## config.mk

```make
export PLATFORM = sky130hd
export DESIGN_NAME = breaker_command_supervisor
export DESIGN_NICKNAME = d
export VERILOG_FILES = /design/src/core/cb_supervisor_pkg.sv /design/src/core/breaker_command_supervisor.sv
export VERILOG_INCLUDE_DIRS = /design/src /design/src/core
export SDC_FILE = /design/constraint.sdc
export NUM_CORES = 1
export LEC_CHECK = 0
export ABC_AREA = 1
export BUFFER_PORTS_ARGS = -buffer_cell sky130_fd_sc_hd__buf_2
export CAP_MARGIN = 20
export CORE_ASPECT_RATIO = 0.6
export CORE_MARGIN = 10
export CORE_UTILIZATION = 50
export DETAILED_ROUTE_END_ITERATION = 8
export PLACE_DENSITY_LB_ADDON = 0.08
export SYNTH_ARGS = -nofsm -noshare
export SYNTH_HDL_FRONTEND = slang
export SYNTH_SLANG_ARGS = --single-unit
```

## constraint.sdc

```tcl
create_clock -name CLK -period 4.2 [get_ports CLK]
set_input_delay 0.63 -clock CLK [delete_from_list [all_inputs] [get_ports CLK]]
set_output_delay 0.63 -clock CLK [all_outputs]
set_load 0.02 [all_outputs]
```

## src/core/cb_supervisor_defines.svh

```systemverilog
// Register offsets, reset values and timing constants of the breaker supervisor
`ifndef CB_SUPERVISOR_DEFINES_SVH
`define CB_SUPERVISOR_DEFINES_SVH

// Clock and millisecond time base
`define CB_CLK_PERIOD_NS 4
`define CB_MS_NS         1000000
`define CB_MS_CYCLES     (`CB_MS_NS / `CB_CLK_PERIOD_NS)

// Fixed durations in ms
`define CB_OPER_MS       16'h0096
`define CB_MIN_PULSE_MS  16'h0064

// Register byte offsets
`define CB_REG_CTRL      8'h00
`define CB_REG_PULSE     8'h04
`define CB_REG_INTERM    8'h08
`define CB_REG_SYNCHK    8'h0C
`define CB_REG_SYNSW     8'h10
`define CB_REG_STATUS    8'h14
`define CB_REG_COUNT     8'h18

// Control fields
`define CB_CTRL_CLR_BIT  0

// Setting reset values in ms
`define CB_PULSE_RST     16'h012C
`define CB_INTERM_RST    16'h0064
`define CB_SYNCHK_RST    16'h03E8
`define CB_SYNSW_RST     16'h0000

`endif

```

## src/core/cb_supervisor_pkg.sv

```systemverilog
// Types of the breaker command supervisor
package cb_supervisor_pkg;

    // Command sequencer states
    typedef enum logic [4:0] {
        ST_IDLE  = 5'h01,
        ST_SYNC  = 5'h02,
        ST_SWAIT = 5'h04,
        ST_OPEN  = 5'h08,
        ST_CLOSE = 5'h10
    } seq_state_t;

    // Reported breaker position
    typedef enum logic [1:0] {
        POS_INTERM = 2'h0,
        POS_OPEN   = 2'h1,
        POS_CLOSED = 2'h2,
        POS_BAD    = 2'h3
    } pos_code_t;

endpackage : cb_supervisor_pkg
```

## src/core/breaker_command_supervisor.sv

```systemverilog
// Breaker command supervisor: gating, command pulses, status filter, counters
//
// Implementation choices: the placing of the registers and strobed register access.
`timescale 1ns/1ns
`include "cb_supervisor_defines.svh"

module breaker_command_supervisor #(
    parameter int MS_CYCLES = `CB_MS_CYCLES
) (
    // Clock and reset
    input  wire logic        CLK,
    input  wire logic        RESET,
    // Register port
    input  wire logic [7:0]  ADDR,
    input  wire logic [31:0] WDATA,
    input  wire logic        WR,
    input  wire logic        RD,
    output logic      [31:0] RDATA,
    // Operator requests, command value 0 open 1 close
    input  wire logic        LOCAL_REQ,
    input  wire logic        LOCAL_CMD,
    input  wire logic        REMOTE_REQ,
    input  wire logic        REMOTE_CMD,
    // Permits and interlocks
    input  wire logic        LOCAL_PERMIT,
    input  wire logic        REMOTE_PERMIT,
    input  wire logic        SYNC_PERMIT,
    input  wire logic        OPEN_INTERLOCK_ENABLE,
    input  wire logic        CLOSE_INTERLOCK_ENABLE,
    input  wire logic        OPERATION_BLOCK,
    // Breaker side
    input  wire logic        BREAKER_OPEN_STATUS,
    input  wire logic        BREAKER_CLOSED_STATUS,
    input  wire logic        EXTERNAL_SWITCH_FLAG,
    output logic             OPEN_COMMAND_PULSE,
    output logic             CLOSE_COMMAND_PULSE,
    output logic             SYNCHRO_SWITCH_START,
    // Indications
    output logic             OPERATION_PULSE,
    output logic             UNINTENDED_OPERATION_FLAG,
    output logic             OPENED,
    output logic             CLOSED,
    output logic      [1:0]  BREAKER_STATE_CODE,
    output logic             STATE_EVENT
);

    cb_supervisor_pkg::seq_state_t state_q;
    logic [31:0] div_q;
    logic        tick_q;
    logic [15:0] seq_ms_q;
    logic [15:0] int_ms_q;
    logic [15:0] oper_ms_q;
    logic [15:0] pulse_ms_q;
    logic [15:0] interm_ms_q;
    logic [15:0] synchk_ms_q;
    logic [15:0] synsw_ms_q;
    logic [1:0]  last_pos_q;
    logic [31:0] op_count_q;
    logic        cmd_seen_q;
    logic        ext_seen_q;
    logic        cmd_prev_q;
    logic [1:0]  raw_code;
    logic [1:0]  code_d;
    logic        loc_ok;
    logic        rem_ok;
    logic        req_ok;
    logic        req_close;
    logic        op_event;
    logic        clr_req;

    // Writes at a given offset
    function automatic logic wr_hit(input logic [7:0] off);
        return WR && (ADDR == off);
    endfunction : wr_hit

    // Millisecond enable from the clock divider
    always_ff @(posedge CLK) begin
        if (RESET || div_q == 32'(MS_CYCLES - 1)) begin
            div_q <= 32'h0000_0000;
        end else begin
            div_q <= div_q + 32'h0000_0001;
        end
        tick_q <= !RESET && (div_q == 32'(MS_CYCLES - 1));
    end

    // Request gating by source permit, local first
    assign loc_ok    = LOCAL_REQ && LOCAL_PERMIT;
    assign rem_ok    = REMOTE_REQ && REMOTE_PERMIT;
    assign req_ok    = loc_ok || rem_ok;
    assign req_close = loc_ok ? LOCAL_CMD : REMOTE_CMD;
    assign raw_code  = {BREAKER_CLOSED_STATUS, BREAKER_OPEN_STATUS};
    assign clr_req   = WR && (ADDR == `CB_REG_CTRL) && WDATA[`CB_CTRL_CLR_BIT];

    // Command sequencer
    always_ff @(posedge CLK) begin
        if (RESET || OPERATION_BLOCK) begin
            state_q  <= cb_supervisor_pkg::ST_IDLE;
            seq_ms_q <= 16'h0000;
        end else begin
            seq_ms_q <= tick_q ? seq_ms_q + 16'h0001 : seq_ms_q;
            case (state_q)
                cb_supervisor_pkg::ST_IDLE: begin
                    seq_ms_q <= 16'h0000;
                    if (req_ok && !req_close && OPEN_INTERLOCK_ENABLE) begin
                        state_q <= cb_supervisor_pkg::ST_OPEN;
                    end else if (req_ok && req_close && CLOSE_INTERLOCK_ENABLE) begin
                        state_q <= SYNC_PERMIT ? cb_supervisor_pkg::ST_CLOSE
                                               : cb_supervisor_pkg::ST_SYNC;
                    end
                end
                cb_supervisor_pkg::ST_SYNC: begin
                    if (!CLOSE_INTERLOCK_ENABLE) begin
                        state_q <= cb_supervisor_pkg::ST_IDLE;
                    end else if (SYNC_PERMIT) begin
                        state_q  <= cb_supervisor_pkg::ST_CLOSE;
                        seq_ms_q <= 16'h0000;
                    end else if (seq_ms_q >= synchk_ms_q) begin
                        state_q  <= (synsw_ms_q == 16'h0000) ? cb_supervisor_pkg::ST_IDLE
                                                             : cb_supervisor_pkg::ST_SWAIT;
                        seq_ms_q <= 16'h0000;
                    end
                end
                cb_supervisor_pkg::ST_SWAIT: begin
                    if (!CLOSE_INTERLOCK_ENABLE || synsw_ms_q == 16'h0000
                        || seq_ms_q >= synsw_ms_q) begin
                        state_q <= cb_supervisor_pkg::ST_IDLE;
                    end else if (SYNC_PERMIT) begin
                        state_q  <= cb_supervisor_pkg::ST_CLOSE;
                        seq_ms_q <= 16'h0000;
                    end
                end
                cb_supervisor_pkg::ST_OPEN: begin
                    if (seq_ms_q >= pulse_ms_q || (seq_ms_q >= `CB_MIN_PULSE_MS
                        && raw_code == cb_supervisor_pkg::POS_OPEN)) begin
                        state_q <= cb_supervisor_pkg::ST_IDLE;
                    end
                end
                cb_supervisor_pkg::ST_CLOSE: begin
                    if (seq_ms_q >= pulse_ms_q || (seq_ms_q >= `CB_MIN_PULSE_MS
                        && raw_code == cb_supervisor_pkg::POS_CLOSED)) begin
                        state_q <= cb_supervisor_pkg::ST_IDLE;
                    end
                end
                default: begin
                    state_q <= cb_supervisor_pkg::ST_IDLE;
                end
            endcase
        end
    end

    // Command outputs are one-hot state bits, straight from the flop
    assign OPEN_COMMAND_PULSE   = state_q[3];
    assign CLOSE_COMMAND_PULSE  = state_q[4];
    assign SYNCHRO_SWITCH_START = state_q[2];

    // Intermediate filter timer, runs only while neither contact is made
    always_ff @(posedge CLK) begin
        if (RESET || raw_code != cb_supervisor_pkg::POS_INTERM) begin
            int_ms_q <= 16'h0000;
        end else if (tick_q && int_ms_q != 16'hFFFF) begin
            int_ms_q <= int_ms_q + 16'h0001;
        end
    end

    // Next reported code: valid and bad at once, intermediate after the wait
    always_comb begin
        code_d = BREAKER_STATE_CODE;
        if (raw_code != cb_supervisor_pkg::POS_INTERM) begin
            code_d = raw_code;
        end else if (int_ms_q >= interm_ms_q) begin
            code_d = cb_supervisor_pkg::POS_INTERM;
        end
    end

    // Operation is a move to a position other than the last one
    assign op_event = (code_d == cb_supervisor_pkg::POS_OPEN
                       || code_d == cb_supervisor_pkg::POS_CLOSED)
                      && last_pos_q != 2'h0 && code_d != last_pos_q;

    // Reported state, filtered outputs and change event
    always_ff @(posedge CLK) begin
        if (RESET) begin
            BREAKER_STATE_CODE <= cb_supervisor_pkg::POS_INTERM;
            OPENED             <= 1'b0;
            CLOSED             <= 1'b0;
            STATE_EVENT        <= 1'b0;
            last_pos_q         <= 2'h0;
        end else begin
            BREAKER_STATE_CODE <= code_d;
            OPENED             <= code_d == cb_supervisor_pkg::POS_OPEN;
            CLOSED             <= code_d == cb_supervisor_pkg::POS_CLOSED;
            STATE_EVENT        <= code_d != BREAKER_STATE_CODE;
            if (code_d == cb_supervisor_pkg::POS_OPEN
                || code_d == cb_supervisor_pkg::POS_CLOSED) begin
                last_pos_q <= code_d;
            end
        end
    end

    // Operation pulse of fixed length
    always_ff @(posedge CLK) begin
        if (RESET) begin
            OPERATION_PULSE <= 1'b0;
            oper_ms_q       <= 16'h0000;
        end else if (op_event) begin
            OPERATION_PULSE <= 1'b1;
            oper_ms_q       <= 16'h0000;
        end else if (OPERATION_PULSE && tick_q) begin
            oper_ms_q <= oper_ms_q + 16'h0001;
            if (oper_ms_q + 16'h0001 >= `CB_OPER_MS) begin
                OPERATION_PULSE <= 1'b0;
            end
        end
    end

    // Operation counter, a count in the clearing cycle survives as one
    always_ff @(posedge CLK) begin
        if (RESET) begin
            op_count_q <= 32'h0000_0000;
        end else if (op_event && !OPERATION_PULSE) begin
            op_count_q <= clr_req ? 32'h0000_0001 : op_count_q + 32'h0000_0001;
        end else if (clr_req) begin
            op_count_q <= 32'h0000_0000;
        end
    end

    // Command memory takes a pulse at its start, so a tail after a move is no command
    always_ff @(posedge CLK) begin
        cmd_prev_q <= !RESET && (OPEN_COMMAND_PULSE || CLOSE_COMMAND_PULSE);
        if (RESET) begin
            cmd_seen_q                <= 1'b0;
            ext_seen_q                <= 1'b0;
            UNINTENDED_OPERATION_FLAG <= 1'b0;
        end else if (op_event) begin
            UNINTENDED_OPERATION_FLAG <= !(cmd_seen_q || ext_seen_q
                                          || EXTERNAL_SWITCH_FLAG);
            cmd_seen_q <= 1'b0;
            ext_seen_q <= 1'b0;
        end else begin
            cmd_seen_q <= cmd_seen_q || (!cmd_prev_q
                          && (OPEN_COMMAND_PULSE || CLOSE_COMMAND_PULSE));
            ext_seen_q <= ext_seen_q || EXTERNAL_SWITCH_FLAG;
        end
    end
    // Setting registers
    always_ff @(posedge CLK) begin
        if (RESET) begin
            pulse_ms_q  <= `CB_PULSE_RST;
            interm_ms_q <= `CB_INTERM_RST;
            synchk_ms_q <= `CB_SYNCHK_RST;
            synsw_ms_q  <= `CB_SYNSW_RST;
        end else begin
            if (wr_hit(`CB_REG_PULSE))  pulse_ms_q  <= WDATA[15:0];
            if (wr_hit(`CB_REG_INTERM)) interm_ms_q <= WDATA[15:0];
            if (wr_hit(`CB_REG_SYNCHK)) synchk_ms_q <= WDATA[15:0];
            if (wr_hit(`CB_REG_SYNSW))  synsw_ms_q  <= WDATA[15:0];
        end
    end

    // Read data one cycle after the strobe, zero otherwise
    always_ff @(posedge CLK) begin
        if (RESET || !RD) begin
            RDATA <= 32'h0000_0000;
        end else begin
            case (ADDR)
                `CB_REG_PULSE:  RDATA <= {16'h0000, pulse_ms_q};
                `CB_REG_INTERM: RDATA <= {16'h0000, interm_ms_q};
                `CB_REG_SYNCHK: RDATA <= {16'h0000, synchk_ms_q};
                `CB_REG_SYNSW:  RDATA <= {16'h0000, synsw_ms_q};
                `CB_REG_STATUS: RDATA <= {20'h0_0000, state_q, UNINTENDED_OPERATION_FLAG,
                                          OPERATION_PULSE, CLOSED, OPENED,
                                          BREAKER_STATE_CODE, OPERATION_BLOCK};
                `CB_REG_COUNT:  RDATA <= op_count_q;
                default:        RDATA <= 32'h0000_0000;
            endcase
        end
    end
endmodule : breaker_command_supervisor

```

==> results.py <==
metrics = {
    "setup_path": {
        "crit_slowest_cell": "dfxtp_1",
        "path_cells": "ha_1, nand2_1, inv_1, nor2_1, o21a_1, nand2_1, nand2_1, nand3_1, nand2_1, inv_1, ha_1, a21oi_2, nand2_2, nand2_2, o22ai_1",
        "critPathBufInv": 2,
        "worst_setup_path_end_kind": "register",
        "path_max_fanout": 19,
        "cp-start-kind": "register",
        "critPathArrivalTime_ns": 3.60,
        "worst_path_most_repeated_cell": "nand2_1",
        "critical-path-top-delay-family": "simple AND/OR/NAND/NOR gates",
        "rrSetupSlack_ns": 0.99,
        "slowest_delay_ns": 0.46,
        "cp.required_ns": 4.60,
        "path_class": "register to register",
    },
    "synthesis": {
        "synth-seq-cells": 226,
        "ys_types": 46,
        "syn_area_um2": 12300,
        "synth_top_area_share_pct": 36.7,
        "synth.area.top_cells": "dfxtp_1 (37%), inv_1 (8.0%), nand2_1 (7.7%), ha_1 (7.4%), a21oi_1 (6.5%)",
        "synth_edf_count": 0,
        "synth.largest_area_cell": "dfxtp_1",
        "syn-num-nets": 1854,
        "ys.flop_type": "dfxtp_1",
        "avgSynthCellArea_um2": 7.16,
        "synth_commonest_cells": "inv_1 (264), nand2_1 (253), dfxtp_1 (226)",
        "async_flop_share_pct": 0,
        "syn_inst": 1724,
        "ys_warn_count": 0,
        "synth_most_common_cell": "inv_1",
        "synth-seq-area-share_pct": 36.7,
    },
    "floorplanning": {
        "dieArea_um2": 31600,
        "initial_core_util_pct": 50.9,
        "fp.dieW_um": 223,
        "num_rows": 44,
        "coreArea_um2": 24200,
        "io_pins": 99,
        "die_y_um": 142,
    },
    "sta": {
        "worst_slew_pin_slew_ns": 1.03,
        "fin_tns_setup_ns": 0,
        "rsz0062_at_grt": "false",
        "period_needed_ns": 3.21,
        "min_period_over_period_pct": 76.3,
        "setup_viol": 0,
        "clock_skew_ns": 0.0235,
        "finalWorstSetupSlack_ns": 0.994,
        "relSlewSlack_pct": 30.6,
        "final_max_slew_viol_count": 0,
        "max_freq_ghz": 0.312,
        "hold_violations": 0,
    },
    "placed_design": {
        "dp.cells": 2087,
        "place_congestion": 0.994,
        "hpwl_mm": 29.7,
        "place.port_buffers": 82,
        "dp_slack_ns": 1.03,
    },
    "pwr": {
        "swShare_pct": 25.6,
        "p_int_w": 0.00342,
        "pwr-share-comb_pct": 7.6,
        "power_frac_seq_pct": 47.6,
        "ir_drop_mv": 0.242,
        "switchingPower_w": 0.00117,
        "p_per_area_nw_per_um2": 333,
        "clockPowerShare_pct": 44.8,
        "power_leakage_nw": 5.70,
    },
    "clocking": {
        "cts_hold_buf": 0,
        "post_cts_resized": 0,
        "cts_made_buffers": 23,
        "cts_buffer_depth": 3,
        "cts_root_buffer": "clkbuf_16",
        "clkSinkCount": 226,
        "htreeDepth": 1,
        "cts.clk_slew.worst_paths_ns": 0.06,
        "cts_tree": "built",
        "clkLatencyLatePin_ns": 0.53,
        "post_cts_buffers": 0,
    },
    "layout": {
        "final_cells": 2130,
        "multi_input_area_um2": 6560,
        "nets": 1920,
        "syn2layout_area_growth_pct": 11.6,
        "regArea_um2": 4520,
        "layout-drive-gt1-share_pct": 10.6,
        "fill_cells": 2366,
        "final_util_pct": 56.9,
    },
    "global_route": {
        "antenna_found_initial": 2,
        "grt_pass1_wl_mm": 59.2,
        "grt_start_max_net_pins": 53,
        "track_usage_pct": 23.2,
        "grt_pass1_vias": 10500,
        "gr-total-overflow": 0,
    },
    "route": {
        "route.detailed.drc": 0,
        "finalWirelength_mm": 38.0,
        "drtIter0Drc": 1257,
        "wl_per_cell_um": 17.9,
        "viasPerCell": 5.54,
        "drtAntennaViolNets": 0,
        "dr_total_vias": 11800,
        "dr.pass1.iters": 6,
    },
    "status": {
        "outcome": "completed",
    },
    "run": {
        "cap_violations": 0,
    },
    "worst_hold_path": {
        "min_path_type": "input port to register",
    },
}
cells by family (layout without fill, tap and decap cells):
group,after synthesis,after routing,share of synthesized area (%)
compound gates,327,327,14.6
buf+inv,325,407,10.2
other cells,0,2,0
simple gates,721,721,27.4
flops,226,226,36.7
mux,1,1,0.0811
xor+xnor,51,51,3.62
fa+ha+maj,73,73,7.40
registers in the layout, summed over array words and instances (netlist names), 2 cells and up:
| register | flops |
|---|---|
| oper_ms_q | 16 |
| last_pos_q | 2 |
| synsw_ms_q | 16 |
| pulse_ms_q | 16 |
| state_q | 5 |
| op_count_q | 32 |
| BREAKER_STATE_CODE | 2 |
| seq_ms_q | 16 |
| RDATA | 32 |
| synchk_ms_q | 16 |
| int_ms_q | 16 |
| interm_ms_q | 16 |
| div_q | 32 |
tightest hold or removal path: stages:
cell and delay, ns:
buf_2 0.09, inv_1 0.06, a21oi_1 0.06
final timing paths:
kind              cells past startpoint                        end                  from
setup reg to reg                     15  UNINTENDED_OPERATION_FLAG           int_ms_q[7]
hold / removal                        3                 ext_seen_q  EXTERNAL_SWITCH_FLAG
hold reg to reg                       2                  div_q[31]             div_q[31]
setup / recovery                     15  UNINTENDED_OPERATION_FLAG           int_ms_q[7]
per-stage QoR:
step                hold WS (ns)  total power [W]  area, um2
floorplan                  0.429          0.00245      12300
CTS                        0.353          0.00461      13800
global route               0.380          0.00473      13800
detailed placement         0.448          0.00257      13000
global placement           0.442          0.00257      13000
finish                     0.373          0.00459      13800
power by group through the flow:
stage / Clock (W) / Sequential, W / Combinational (W)
after CTS: 0.00209 / 0.00219 / 0.000337
after global placement: 0 / 0.00223 / 0.000334
after floorplan: 0 / 0.00224 / 0.000210
after detailed placement: 0 / 0.00223 / 0.000335
final: 0.00206 / 0.00219 / 0.000347
after global routing: 0.00217 / 0.00219 / 0.000376
layout make-up:
type                    count  share of cell area [%]
well taps                 322                    2.92
inverters                 269                    7.33
clock inverters            11                   0.709
flip-flops and latches    226                    32.8
repair buffers             97                    3.80
multi-input cells        1173                    47.6
clock buffers              30                    4.73
diodes                      2                  0.0363
cell usage in the layout, fill, tap and decap left out, types with 73 or more instances in the layout:
master	count
a21oi_1	160
buf_2	82
dfxtp_1	226
ha_1	73
inv_1	263
nand2_1	253
nand3_1	89
nor2_1	182
o21ai_0	83
routing by layer:
metal,track usage [%],wire length (um),vias to the layer above
met2,30.2,13900,511
met5,0,17,-
li1,-,-,5857
met4,3.75,505,2
met1,35.6,19000,5381
met3,7.71,4610,41
Note: power is estimated with default switching activity, not from simulation.
